===== src/bst_pkg.sv =====
// Shared constants and types for the boundary-scan test access port.
package bst_pkg;

  // Instruction register width and instruction codes.
  localparam int IR_W = 4;
  localparam logic [3:0] IR_EXTEST = 4'h0;
  localparam logic [3:0] IR_SAMPLE = 4'h1;
  localparam logic [3:0] IR_IDCODE = 4'h2;
  localparam logic [3:0] IR_BYPASS = 4'hF;

  // Fixed pattern loaded into the instruction shift stage on capture.
  localparam logic [3:0] IR_CAPTURE_VAL = 4'h1;

  // Identification register width and default; the value is arbitrary, bit 0 must be one.
  localparam int ID_W = 32;
  localparam logic [31:0] IDCODE_DEFAULT = 32'h0000_0A5B;

  // Reset values of the pin synchronisers; tck idles low, undriven tms, tdi and trst_n read high.
  localparam logic TCK_IDLE = 1'b0;
  localparam logic PULLED_HIGH = 1'b1;

  // Default length of the boundary register.
  localparam int BSR_LEN_DEFAULT = 8;

  // Test controller states.
  typedef enum logic [3:0] {
    ST_RESET,
    ST_IDLE,
    ST_SEL_DR,
    ST_CAP_DR,
    ST_SHIFT_DR,
    ST_EXIT1_DR,
    ST_PAUSE_DR,
    ST_EXIT2_DR,
    ST_UPD_DR,
    ST_SEL_IR,
    ST_CAP_IR,
    ST_SHIFT_IR,
    ST_EXIT1_IR,
    ST_PAUSE_IR,
    ST_EXIT2_IR,
    ST_UPD_IR
  } bst_tap_state_t;

endpackage : bst_pkg


===== src/bst_sync.sv =====
// Two-stage synchroniser for one test pin entering the system clock domain.
module bst_sync #(
  parameter logic RESET_VAL = 1'b0
) (
  input wire logic clk_sys,
  input wire logic rst_n,
  input wire logic d,
  output logic q
);

  logic meta;

  // The first stage feeds the second stage only, so metastability cannot spread.
  always_ff @(posedge clk_sys) begin
    if (!rst_n) begin
      meta <= RESET_VAL;
      q <= RESET_VAL;
    end else begin
      meta <= d;
      q <= meta;
    end
  end

endmodule : bst_sync


===== src/bst_tap.sv =====
// Boundary-scan test access port: controller, instruction and data registers.

module bst_tap #(
  parameter int BSR_LEN = bst_pkg::BSR_LEN_DEFAULT,
  parameter logic [31:0] IDCODE_VAL = bst_pkg::IDCODE_DEFAULT
) (
  input wire logic clk_sys,
  input wire logic rst_n,
  input wire logic tck,
  input wire logic tms,
  input wire logic tdi,
  input wire logic trst_n,
  output logic tdo,
  output logic tdo_oe_n,
  input wire logic [BSR_LEN-1:0] pin_in,
  output logic [BSR_LEN-1:0] pin_out,
  output logic extest_en,
  output logic tap_in_reset
);

  logic tck_s;
  logic tms_s;
  logic tdi_s;
  logic trst_s_n;
  logic tck_d;

  bst_pkg::bst_tap_state_t state;
  bst_pkg::bst_tap_state_t next_state;

  logic [bst_pkg::IR_W-1:0] ir;
  logic [bst_pkg::IR_W-1:0] ir_shift;
  logic bypass_bit;
  logic [bst_pkg::ID_W-1:0] id_shift;
  logic [BSR_LEN-1:0] bsr_shift;

  // Pins from the tester cross into the system clock; pulled pins idle high.
  bst_sync #(.RESET_VAL(bst_pkg::TCK_IDLE)) u_sync_tck (
    .clk_sys(clk_sys),
    .rst_n(rst_n),
    .d(tck),
    .q(tck_s)
  );

  bst_sync #(.RESET_VAL(bst_pkg::PULLED_HIGH)) u_sync_tms (
    .clk_sys(clk_sys),
    .rst_n(rst_n),
    .d(tms),
    .q(tms_s)
  );

  bst_sync #(.RESET_VAL(bst_pkg::PULLED_HIGH)) u_sync_tdi (
    .clk_sys(clk_sys),
    .rst_n(rst_n),
    .d(tdi),
    .q(tdi_s)
  );

  bst_sync #(.RESET_VAL(bst_pkg::PULLED_HIGH)) u_sync_trst (
    .clk_sys(clk_sys),
    .rst_n(rst_n),
    .d(trst_n),
    .q(trst_s_n)
  );

  // Edge detection works on the synchronised clock; all pins share the same delay.
  always_ff @(posedge clk_sys) begin
    if (!rst_n) begin
      tck_d <= bst_pkg::TCK_IDLE;
    end else begin
      tck_d <= tck_s;
    end
  end

  wire tck_rise = tck_s & ~tck_d;
  wire tck_fall = ~tck_s & tck_d;
  wire trst_act = ~trst_s_n;

  // Instruction decode.
  wire sel_bsr = (ir == bst_pkg::IR_EXTEST) || (ir == bst_pkg::IR_SAMPLE);
  wire sel_id = (ir == bst_pkg::IR_IDCODE);
  wire is_extest = (ir == bst_pkg::IR_EXTEST);

  // State decode.
  wire in_shift_dr = (state == bst_pkg::ST_SHIFT_DR);
  wire in_shift_ir = (state == bst_pkg::ST_SHIFT_IR);
  wire in_cap_dr = (state == bst_pkg::ST_CAP_DR);
  wire in_cap_ir = (state == bst_pkg::ST_CAP_IR);
  wire in_upd_dr = (state == bst_pkg::ST_UPD_DR);
  wire in_upd_ir = (state == bst_pkg::ST_UPD_IR);
  wire in_reset = (state == bst_pkg::ST_RESET);

  // Action strobes: controller state and test clock edge, some also gated by the instruction; tap_clear comes from the two resets alone.
  wire tap_clear = !rst_n || trst_act;
  wire cap_ir_rise = tck_rise & in_cap_ir;
  wire shift_ir_rise = tck_rise & in_shift_ir;
  wire cap_dr_rise = tck_rise & in_cap_dr;
  wire shift_dr_rise = tck_rise & in_shift_dr;
  wire shift_id = shift_dr_rise & sel_id;
  wire shift_bsr = shift_dr_rise & sel_bsr;
  wire reset_fall = tck_fall & in_reset;
  wire upd_ir_fall = tck_fall & in_upd_ir;
  wire upd_dr_fall = tck_fall & in_upd_dr & sel_bsr;

  // Serial output selection; unknown instructions fall back to the bypass bit.
  wire dr_lsb = sel_bsr ? bsr_shift[0] : (sel_id ? id_shift[0] : bypass_bit);
  wire serial_out = in_shift_ir ? ir_shift[0] : dr_lsb;

  // Controller transitions as in the standard test-logic state diagram.
  always_comb begin
    case (state)
      bst_pkg::ST_RESET: next_state = tms_s ? bst_pkg::ST_RESET : bst_pkg::ST_IDLE;
      bst_pkg::ST_IDLE: next_state = tms_s ? bst_pkg::ST_SEL_DR : bst_pkg::ST_IDLE;
      bst_pkg::ST_SEL_DR: next_state = tms_s ? bst_pkg::ST_SEL_IR : bst_pkg::ST_CAP_DR;
      bst_pkg::ST_CAP_DR: next_state = tms_s ? bst_pkg::ST_EXIT1_DR : bst_pkg::ST_SHIFT_DR;
      bst_pkg::ST_SHIFT_DR: next_state = tms_s ? bst_pkg::ST_EXIT1_DR : bst_pkg::ST_SHIFT_DR;
      bst_pkg::ST_EXIT1_DR: next_state = tms_s ? bst_pkg::ST_UPD_DR : bst_pkg::ST_PAUSE_DR;
      bst_pkg::ST_PAUSE_DR: next_state = tms_s ? bst_pkg::ST_EXIT2_DR : bst_pkg::ST_PAUSE_DR;
      bst_pkg::ST_EXIT2_DR: next_state = tms_s ? bst_pkg::ST_UPD_DR : bst_pkg::ST_SHIFT_DR;
      bst_pkg::ST_UPD_DR: next_state = tms_s ? bst_pkg::ST_SEL_DR : bst_pkg::ST_IDLE;
      bst_pkg::ST_SEL_IR: next_state = tms_s ? bst_pkg::ST_RESET : bst_pkg::ST_CAP_IR;
      bst_pkg::ST_CAP_IR: next_state = tms_s ? bst_pkg::ST_EXIT1_IR : bst_pkg::ST_SHIFT_IR;
      bst_pkg::ST_SHIFT_IR: next_state = tms_s ? bst_pkg::ST_EXIT1_IR : bst_pkg::ST_SHIFT_IR;
      bst_pkg::ST_EXIT1_IR: next_state = tms_s ? bst_pkg::ST_UPD_IR : bst_pkg::ST_PAUSE_IR;
      bst_pkg::ST_PAUSE_IR: next_state = tms_s ? bst_pkg::ST_EXIT2_IR : bst_pkg::ST_PAUSE_IR;
      bst_pkg::ST_EXIT2_IR: next_state = tms_s ? bst_pkg::ST_UPD_IR : bst_pkg::ST_SHIFT_IR;
      bst_pkg::ST_UPD_IR: next_state = tms_s ? bst_pkg::ST_SEL_DR : bst_pkg::ST_IDLE;
      default: next_state = bst_pkg::ST_RESET;
    endcase
  end

  // Controller state; test reset wins at once, with no test clock edge needed.
  always_ff @(posedge clk_sys) begin
    if (!rst_n || trst_act) begin
      state <= bst_pkg::ST_RESET;
    end else if (tck_rise) begin
      state <= next_state;
    end
  end

  // Instruction shift stage: captured and shifted on rising edges.
  always_ff @(posedge clk_sys) begin
    if (tap_clear) begin
      ir_shift <= bst_pkg::IR_CAPTURE_VAL;
    end else if (cap_ir_rise) begin
      ir_shift <= bst_pkg::IR_CAPTURE_VAL;
    end else if (shift_ir_rise) begin
      ir_shift <= {tdi_s, ir_shift[bst_pkg::IR_W-1:1]};
    end
  end

  // Data shift stages: all load in every Capture-DR; identification and boundary shift only when chosen; the bypass bit shifts in every Shift-DR.
  always_ff @(posedge clk_sys) begin
    if (tap_clear) begin
      bypass_bit <= 1'b0;
    end else if (cap_dr_rise) begin
      bypass_bit <= 1'b0;
    end else if (shift_dr_rise) begin
      bypass_bit <= tdi_s;
    end
  end

  always_ff @(posedge clk_sys) begin
    if (tap_clear) begin
      id_shift <= '0;
    end else if (cap_dr_rise) begin
      id_shift <= IDCODE_VAL;
    end else if (shift_id) begin
      id_shift <= {tdi_s, id_shift[bst_pkg::ID_W-1:1]};
    end
  end

  always_ff @(posedge clk_sys) begin
    if (tap_clear) begin
      bsr_shift <= '0;
    end else if (cap_dr_rise) begin
      bsr_shift <= pin_in;
    end else if (shift_bsr) begin
      bsr_shift <= {tdi_s, bsr_shift[BSR_LEN-1:1]};
    end
  end

  // Instruction and boundary outputs update on the falling edge, so they never
  // change while the tester is still presenting a bit for the rising edge.
  always_ff @(posedge clk_sys) begin
    if (tap_clear) begin
      ir <= bst_pkg::IR_IDCODE;
      pin_out <= '0;
    end else if (reset_fall) begin
      ir <= bst_pkg::IR_IDCODE;
    end else if (upd_ir_fall) begin
      ir <= ir_shift;
    end else if (upd_dr_fall) begin
      pin_out <= bsr_shift;
    end
  end

  // Serial output and its enable move on falling edges, and go high at once on test reset.
  always_ff @(posedge clk_sys) begin
    if (!rst_n || trst_act) begin
      tdo <= 1'b1;
      tdo_oe_n <= 1'b1;
    end else if (tck_fall) begin
      tdo <= serial_out;
      tdo_oe_n <= ~(in_shift_dr | in_shift_ir);
    end
  end

  // Status outputs registered so they come straight from flip-flops.
  always_ff @(posedge clk_sys) begin
    if (!rst_n) begin
      extest_en <= 1'b0;
      tap_in_reset <= 1'b1;
    end else begin
      extest_en <= is_extest & ~trst_act;
      tap_in_reset <= in_reset | trst_act;
    end
  end

endmodule : bst_tap


===== config.mk =====
export PLATFORM = sky130hd
export DESIGN_NAME = bst_tap
export DESIGN_NICKNAME = d
export VERILOG_FILES = /design/src/bst_pkg.sv /design/src/bst_sync.sv /design/src/bst_tap.sv
export SDC_FILE = /design/constraint.sdc
export NUM_CORES = 1
export LEC_CHECK = 0
export BUFFER_PORTS_ARGS = -buffer_cell sky130_fd_sc_hd__buf_2
export CAP_MARGIN = 20
export CELL_PAD_IN_SITES_DETAIL_PLACEMENT = 1
export CELL_PAD_IN_SITES_GLOBAL_PLACEMENT = 1
export CORE_ASPECT_RATIO = 0.7
export CORE_MARGIN = 4
export CORE_UTILIZATION = 42
export CTS_BUF_LIST = sky130_fd_sc_hd__clkbuf_8
export DETAILED_ROUTE_END_ITERATION = 10
export HOLD_SLACK_MARGIN = 0.08
export PLACE_DENSITY = 0.8
export SYNTH_ARGS = -nofsm -noshare
export SYNTH_HDL_FRONTEND = slang
export SYNTH_HIERARCHICAL = 1
export SYNTH_SLANG_ARGS = --single-unit

===== constraint.sdc =====
create_clock -name clk_sys -period 1.6 [get_ports clk_sys]
set_input_delay 0.16 -clock clk_sys [delete_from_list [all_inputs] [get_ports clk_sys]]
set_output_delay 0.16 -clock clk_sys [all_outputs]
set_load 0.01 [all_outputs]

==> impl_results.rst <==
.. list-table::
   :header-rows: 1

   * - Metric
     - Value
   * - Vias in the first global route
     - 2,755
   * - Compound-Gate Fraction of Synth Area
     - 15.7%
   * - Share of the clock period used by the worst path
     - 101%
   * - Final count of negative-setup-slack endpoints
     - 10
   * - Fraction of registers with async set/reset
     - 0%
   * - Count of TritonRoute iterations in the first routing pass
     - 4
   * - Hold Fails Final Rpt
     - 0
   * - Met1 Use GR
     - 27.4%
   * - Port bufs
     - 25
   * - Highest-utilization routing layer at the global route stage
     - met2
   * - Post-layout worst setup margin
     - -21.5 ps
   * - Initial antenna violation count
     - 0
   * - Synth warnings
     - 6
   * - CTS Root Buffer Type
     - clkbuf_8
   * - Share of Yosys cell area claimed by the top area cell type
     - 49.6%
   * - Wire length per cell
     - 18.3 um
   * - Synth-to-layout area growth
     - 34.2%
   * - Register clock-pin slew on the reported worst setup and hold paths
     - 80 ps
   * - Top-Level Pins
     - 26
   * - Final cell utilization of the core
     - 58.8%
   * - Pwr/cell area
     - 910 nW/um^2
   * - Setup slack, reg-to-reg
     - -20 ps
   * - Final Critical Period
     - 1620 ps
   * - R2R cell count
     - 6
   * - Die area
     - 8550 um^2
   * - Largest family of logic cells by synthesized area
     - simple AND/OR/NAND/NOR gates
   * - LEAKAGE
     - 1.53 nW
   * - Layout cell share with drive strength beyond 1
     - 32.9%
   * - Fraction of the mapped netlist area in simple logic gates
     - 25.5%
   * - Area leader, netlist
     - dfxtp_1
   * - Number of cells on the worst hold path
     - 3
   * - N_diodes
     - 0
   * - Category of the worst setup path capture point
     - flop
   * - Pwr Total
     - 3.65 mW
   * - Detail Route Antenna Nets
     - 0
   * - Via Count
     - 2,766
   * - Global routing usage on met2
     - 32.5%
   * - Overflow left after global routing
     - 0
   * - Pin count of the biggest net entering global routing
     - 32
   * - TritonCTS clock tree
     - yes
   * - Number of library cell types mapped by synthesis
     - 47
   * - Clk sink count
     - 74
   * - Routability cong.
     - 0.844
   * - Core Region
     - 6820 um^2
   * - R2r startpoint
     - state[3]$_SDFFE_PP0P_
   * - Average cell area after synthesis
     - 8.59 um^2
   * - DRT Wirelength
     - 9310 um
   * - NumNets Final
     - 423
   * - Number of synthesized register bits
     - 74
   * - Failing checks
     - setup timing
   * - Via/cell ratio
     - 5.44
   * - Width of the die
     - 109 um
   * - Unrepaired setup endpoints after global routing
     - true
   * - Area share of xor/xnor cells in the synthesized design
     - 0.293%
   * - Hold Crit Start
     - pin_in[7]
   * - Fraction of met3 tracks used by global routing
     - 6.00%
   * - Arithmetic-cell share of the synthesized area counting full adders, half adders and majority gates
     - 0%
   * - Worst r2r dst
     - id_shift[1]$_SDFFE_PP0P_
   * - Transition at the pin with the smallest max-transition slack
     - 397 ps
   * - Cell with the biggest individual delay on the critical path
     - dfxtp_4
   * - GRT Total Usage
     - 20.4%
   * - Cells along the critical path
     - buf_6 > nor4b_4 > and3_4 > clkbuf_16 > nor3_1 > nor3_1
   * - Count of flip-flops with a built-in enable after synthesis
     - 0
   * - Wire length of the first global-routing pass
     - 13,700 um
   * - Class of the most critical setup path
     - reg2reg
   * - Kind of launch point of the worst setup path
     - flop
   * - Die height
     - 78.6 um
   * - Most frequently used flop master after synthesis
     - dfxtp_1
   * - Highest clock frequency the design can meet
     - 617 MHz
   * - Post-detailed-placement half-perimeter wirelength
     - 5410 um
   * - DRC violation total after the first TritonRoute iteration
     - 203
   * - Critical path's most frequent cell
     - nor3_1
   * - Beginning of the critical path
     - state[3]$_SDFFE_PP0P_
   * - Arrival time at the worst endpoint
     - 1900 ps
   * - Number of max-slew violations in the final report
     - 0
   * - Post-synthesis cell area
     - 2990 um^2
   * - Top cells by area in the synthesized netlist
     - dfxtp_1 (50%), nand2_1 (9.0%), a21oi_1 (7.2%), mux2i_1 (4.4%), nor2_1 (3.1%)
   * - Rows
     - 25
   * - Max stage delay on crit path
     - 370 ps
   * - Maximum number of buffers from clock root to sink
     - 2
   * - Maximum level of the CTS H-tree
     - 3
   * - Later-pin clock latency in the skew report
     - 360 ps
   * - Largest voltage drop on the vdd net
     - 0.448 mV
   * - Number of instances in the synthesized netlist
     - 348
   * - Setup Skew
     - 6.71 ps
   * - Mapped Nets
     - 362
   * - HP Class
     - in2reg
   * - Run status
     - complete, but fails checks
   * - Crit path max fanout
     - 8
   * - Required time at the worst-slack endpoint
     - 1880 ps
   * - Endpoint with the worst hold slack
     - bsr_shift[7]$_SDFFE_PP0P_
   * - Count of unresolved DRC violations after routing
     - 0
   * - MaxCap Viol Count
     - 0
   * - Slew Limit Headroom
     - 73.5%
   * - Initial core utilization
     - 43.8%
   * - Mux share of post-synthesis cell area
     - 4.35%
   * - Portion of the post-synthesis area used by sequential elements
     - 49.6%
   * - Number of buffers inserted during clock tree synthesis
     - 9
## area by class of cell
type,instances,area (um^2)
flip-flops and latches,74,1490
clock buffers,9,124
multi-input cells,248,1580
well taps,94,118
repair buffers,74,596
clock inverters,7,93.8
fillers,812,2810
inverters,2,7.51
## flip-flops by register name (all words and copies together), names as in the netlist, 4 cells and up
name	flops
id_shift	32
bsr_shift	8
pin_out	8
ir	4
ir_shift	4
state	4
## metrics by stage
step	setup TNS (ps)	setup slack, ps	hold slack, ps	cell area (um^2)	instances
after floorplan	0	64.2	233	2990	348
after global placement	-69.0	-15.6	343	3380	477
after detailed placement	-323	-62.7	345	3380	477
after CTS	-18.5	-18.5	97.6	3710	504
after global routing	-2320	-112	107	4010	508
final	-139	-21.5	110	4010	508
## report_power, final
group	total [mW]	switching (mW)	internal, mW
combinational	0.171	0.0922	0.0791
sequential	1.86	0.0135	1.85
clock	1.61	0.737	0.877
total	3.65	0.842	2.81
## metal layers
| layer | vias up | routed length (um) | share of wire, % |
|---|---|---|---|
| met1 | 1375 | 4140 | 44 |
| met4 | 0 | 145 | 1.6 |
| met5 | - | 0 | 0 |
| met2 | 63 | 4590 | 49 |
| li1 | 1316 | - | - |
| met3 | 12 | 430 | 4.6 |
## what timing repair did
item	in CTS	in global routing
endpoints found under the setup margin	20	54
gates resized for setup	2	58
pin swaps	1	14
hold endpoints to repair	7	0
cloned	0	2
buffers inserted	3	2
hold buffers	8	0
## Yosys cell counts (2+ instances only)
cell type,number
dfxtp_1,74
nand2_1,72
a21oi_1,43
nor2_1,25
nor3_1,14
mux2i_1,13
o21ai_0,13
buf_2,10
nand2b_1,9
nand3_1,9
clkbuf_1,8
a31oi_1,5
and2_1,4
a22oi_1,3
buf_4,3
nor2b_1,3
or3_1,3
buf_6,2
inv_1,2
nand4b_1,2
nor3_2,2
nor4b_1,2
o31ai_1,2
o41ai_1,2
## worst max path at each step
stage                                           end  cells after the start
after floorplan           id_shift[10]$_SDFFE_PP0N_                      7
after global placement      pin_out[2]$_SDFFE_PP0P_                      6
after detailed placement    pin_out[1]$_SDFFE_PP0P_                      6
after CTS                 bsr_shift[5]$_SDFFE_PP0P_                      5
after global routing      id_shift[31]$_SDFFE_PP0N_                      6
final                      id_shift[1]$_SDFFE_PP0P_                      6
## cells by family after synthesis
kind of cell              count (synthesis)
AOI/OAI and AO/OA                        79
xor gates and xnor gates                  1
buffers and inverters                    26
DFF                                      74
muxes                                    13
and+or+nand+nor                         155
## placed cells by master (no fill, tap or decap), types with 6 or more instances in the layout
| cell type | synthesis | final |
|---|---|---|
| a21oi_1 | 43 | 30 |
| a21oi_2 | 0 | 13 |
| buf_2 | 10 | 25 |
| buf_4 | 3 | 31 |
| buf_6 | 2 | 6 |
| clkbuf_8 | 0 | 9 |
| dfxtp_1 | 74 | 69 |
| dlygate4sd3_1 | 0 | 8 |
| mux2i_1 | 13 | 11 |
| nand2_1 | 72 | 66 |
| nand2b_1 | 9 | 9 |
| nand3_1 | 9 | 8 |
| nor2_1 | 25 | 24 |
| nor3_2 | 2 | 8 |
| o21ai_0 | 13 | 13 |
## critical path: cells and delay by family, from the launching register on
kind | cells | cell delay, ps
flops | 1 | 370
buf+inv | 2 | 310
simple gates | 4 | 860
(Power assumes the default switching activity.)
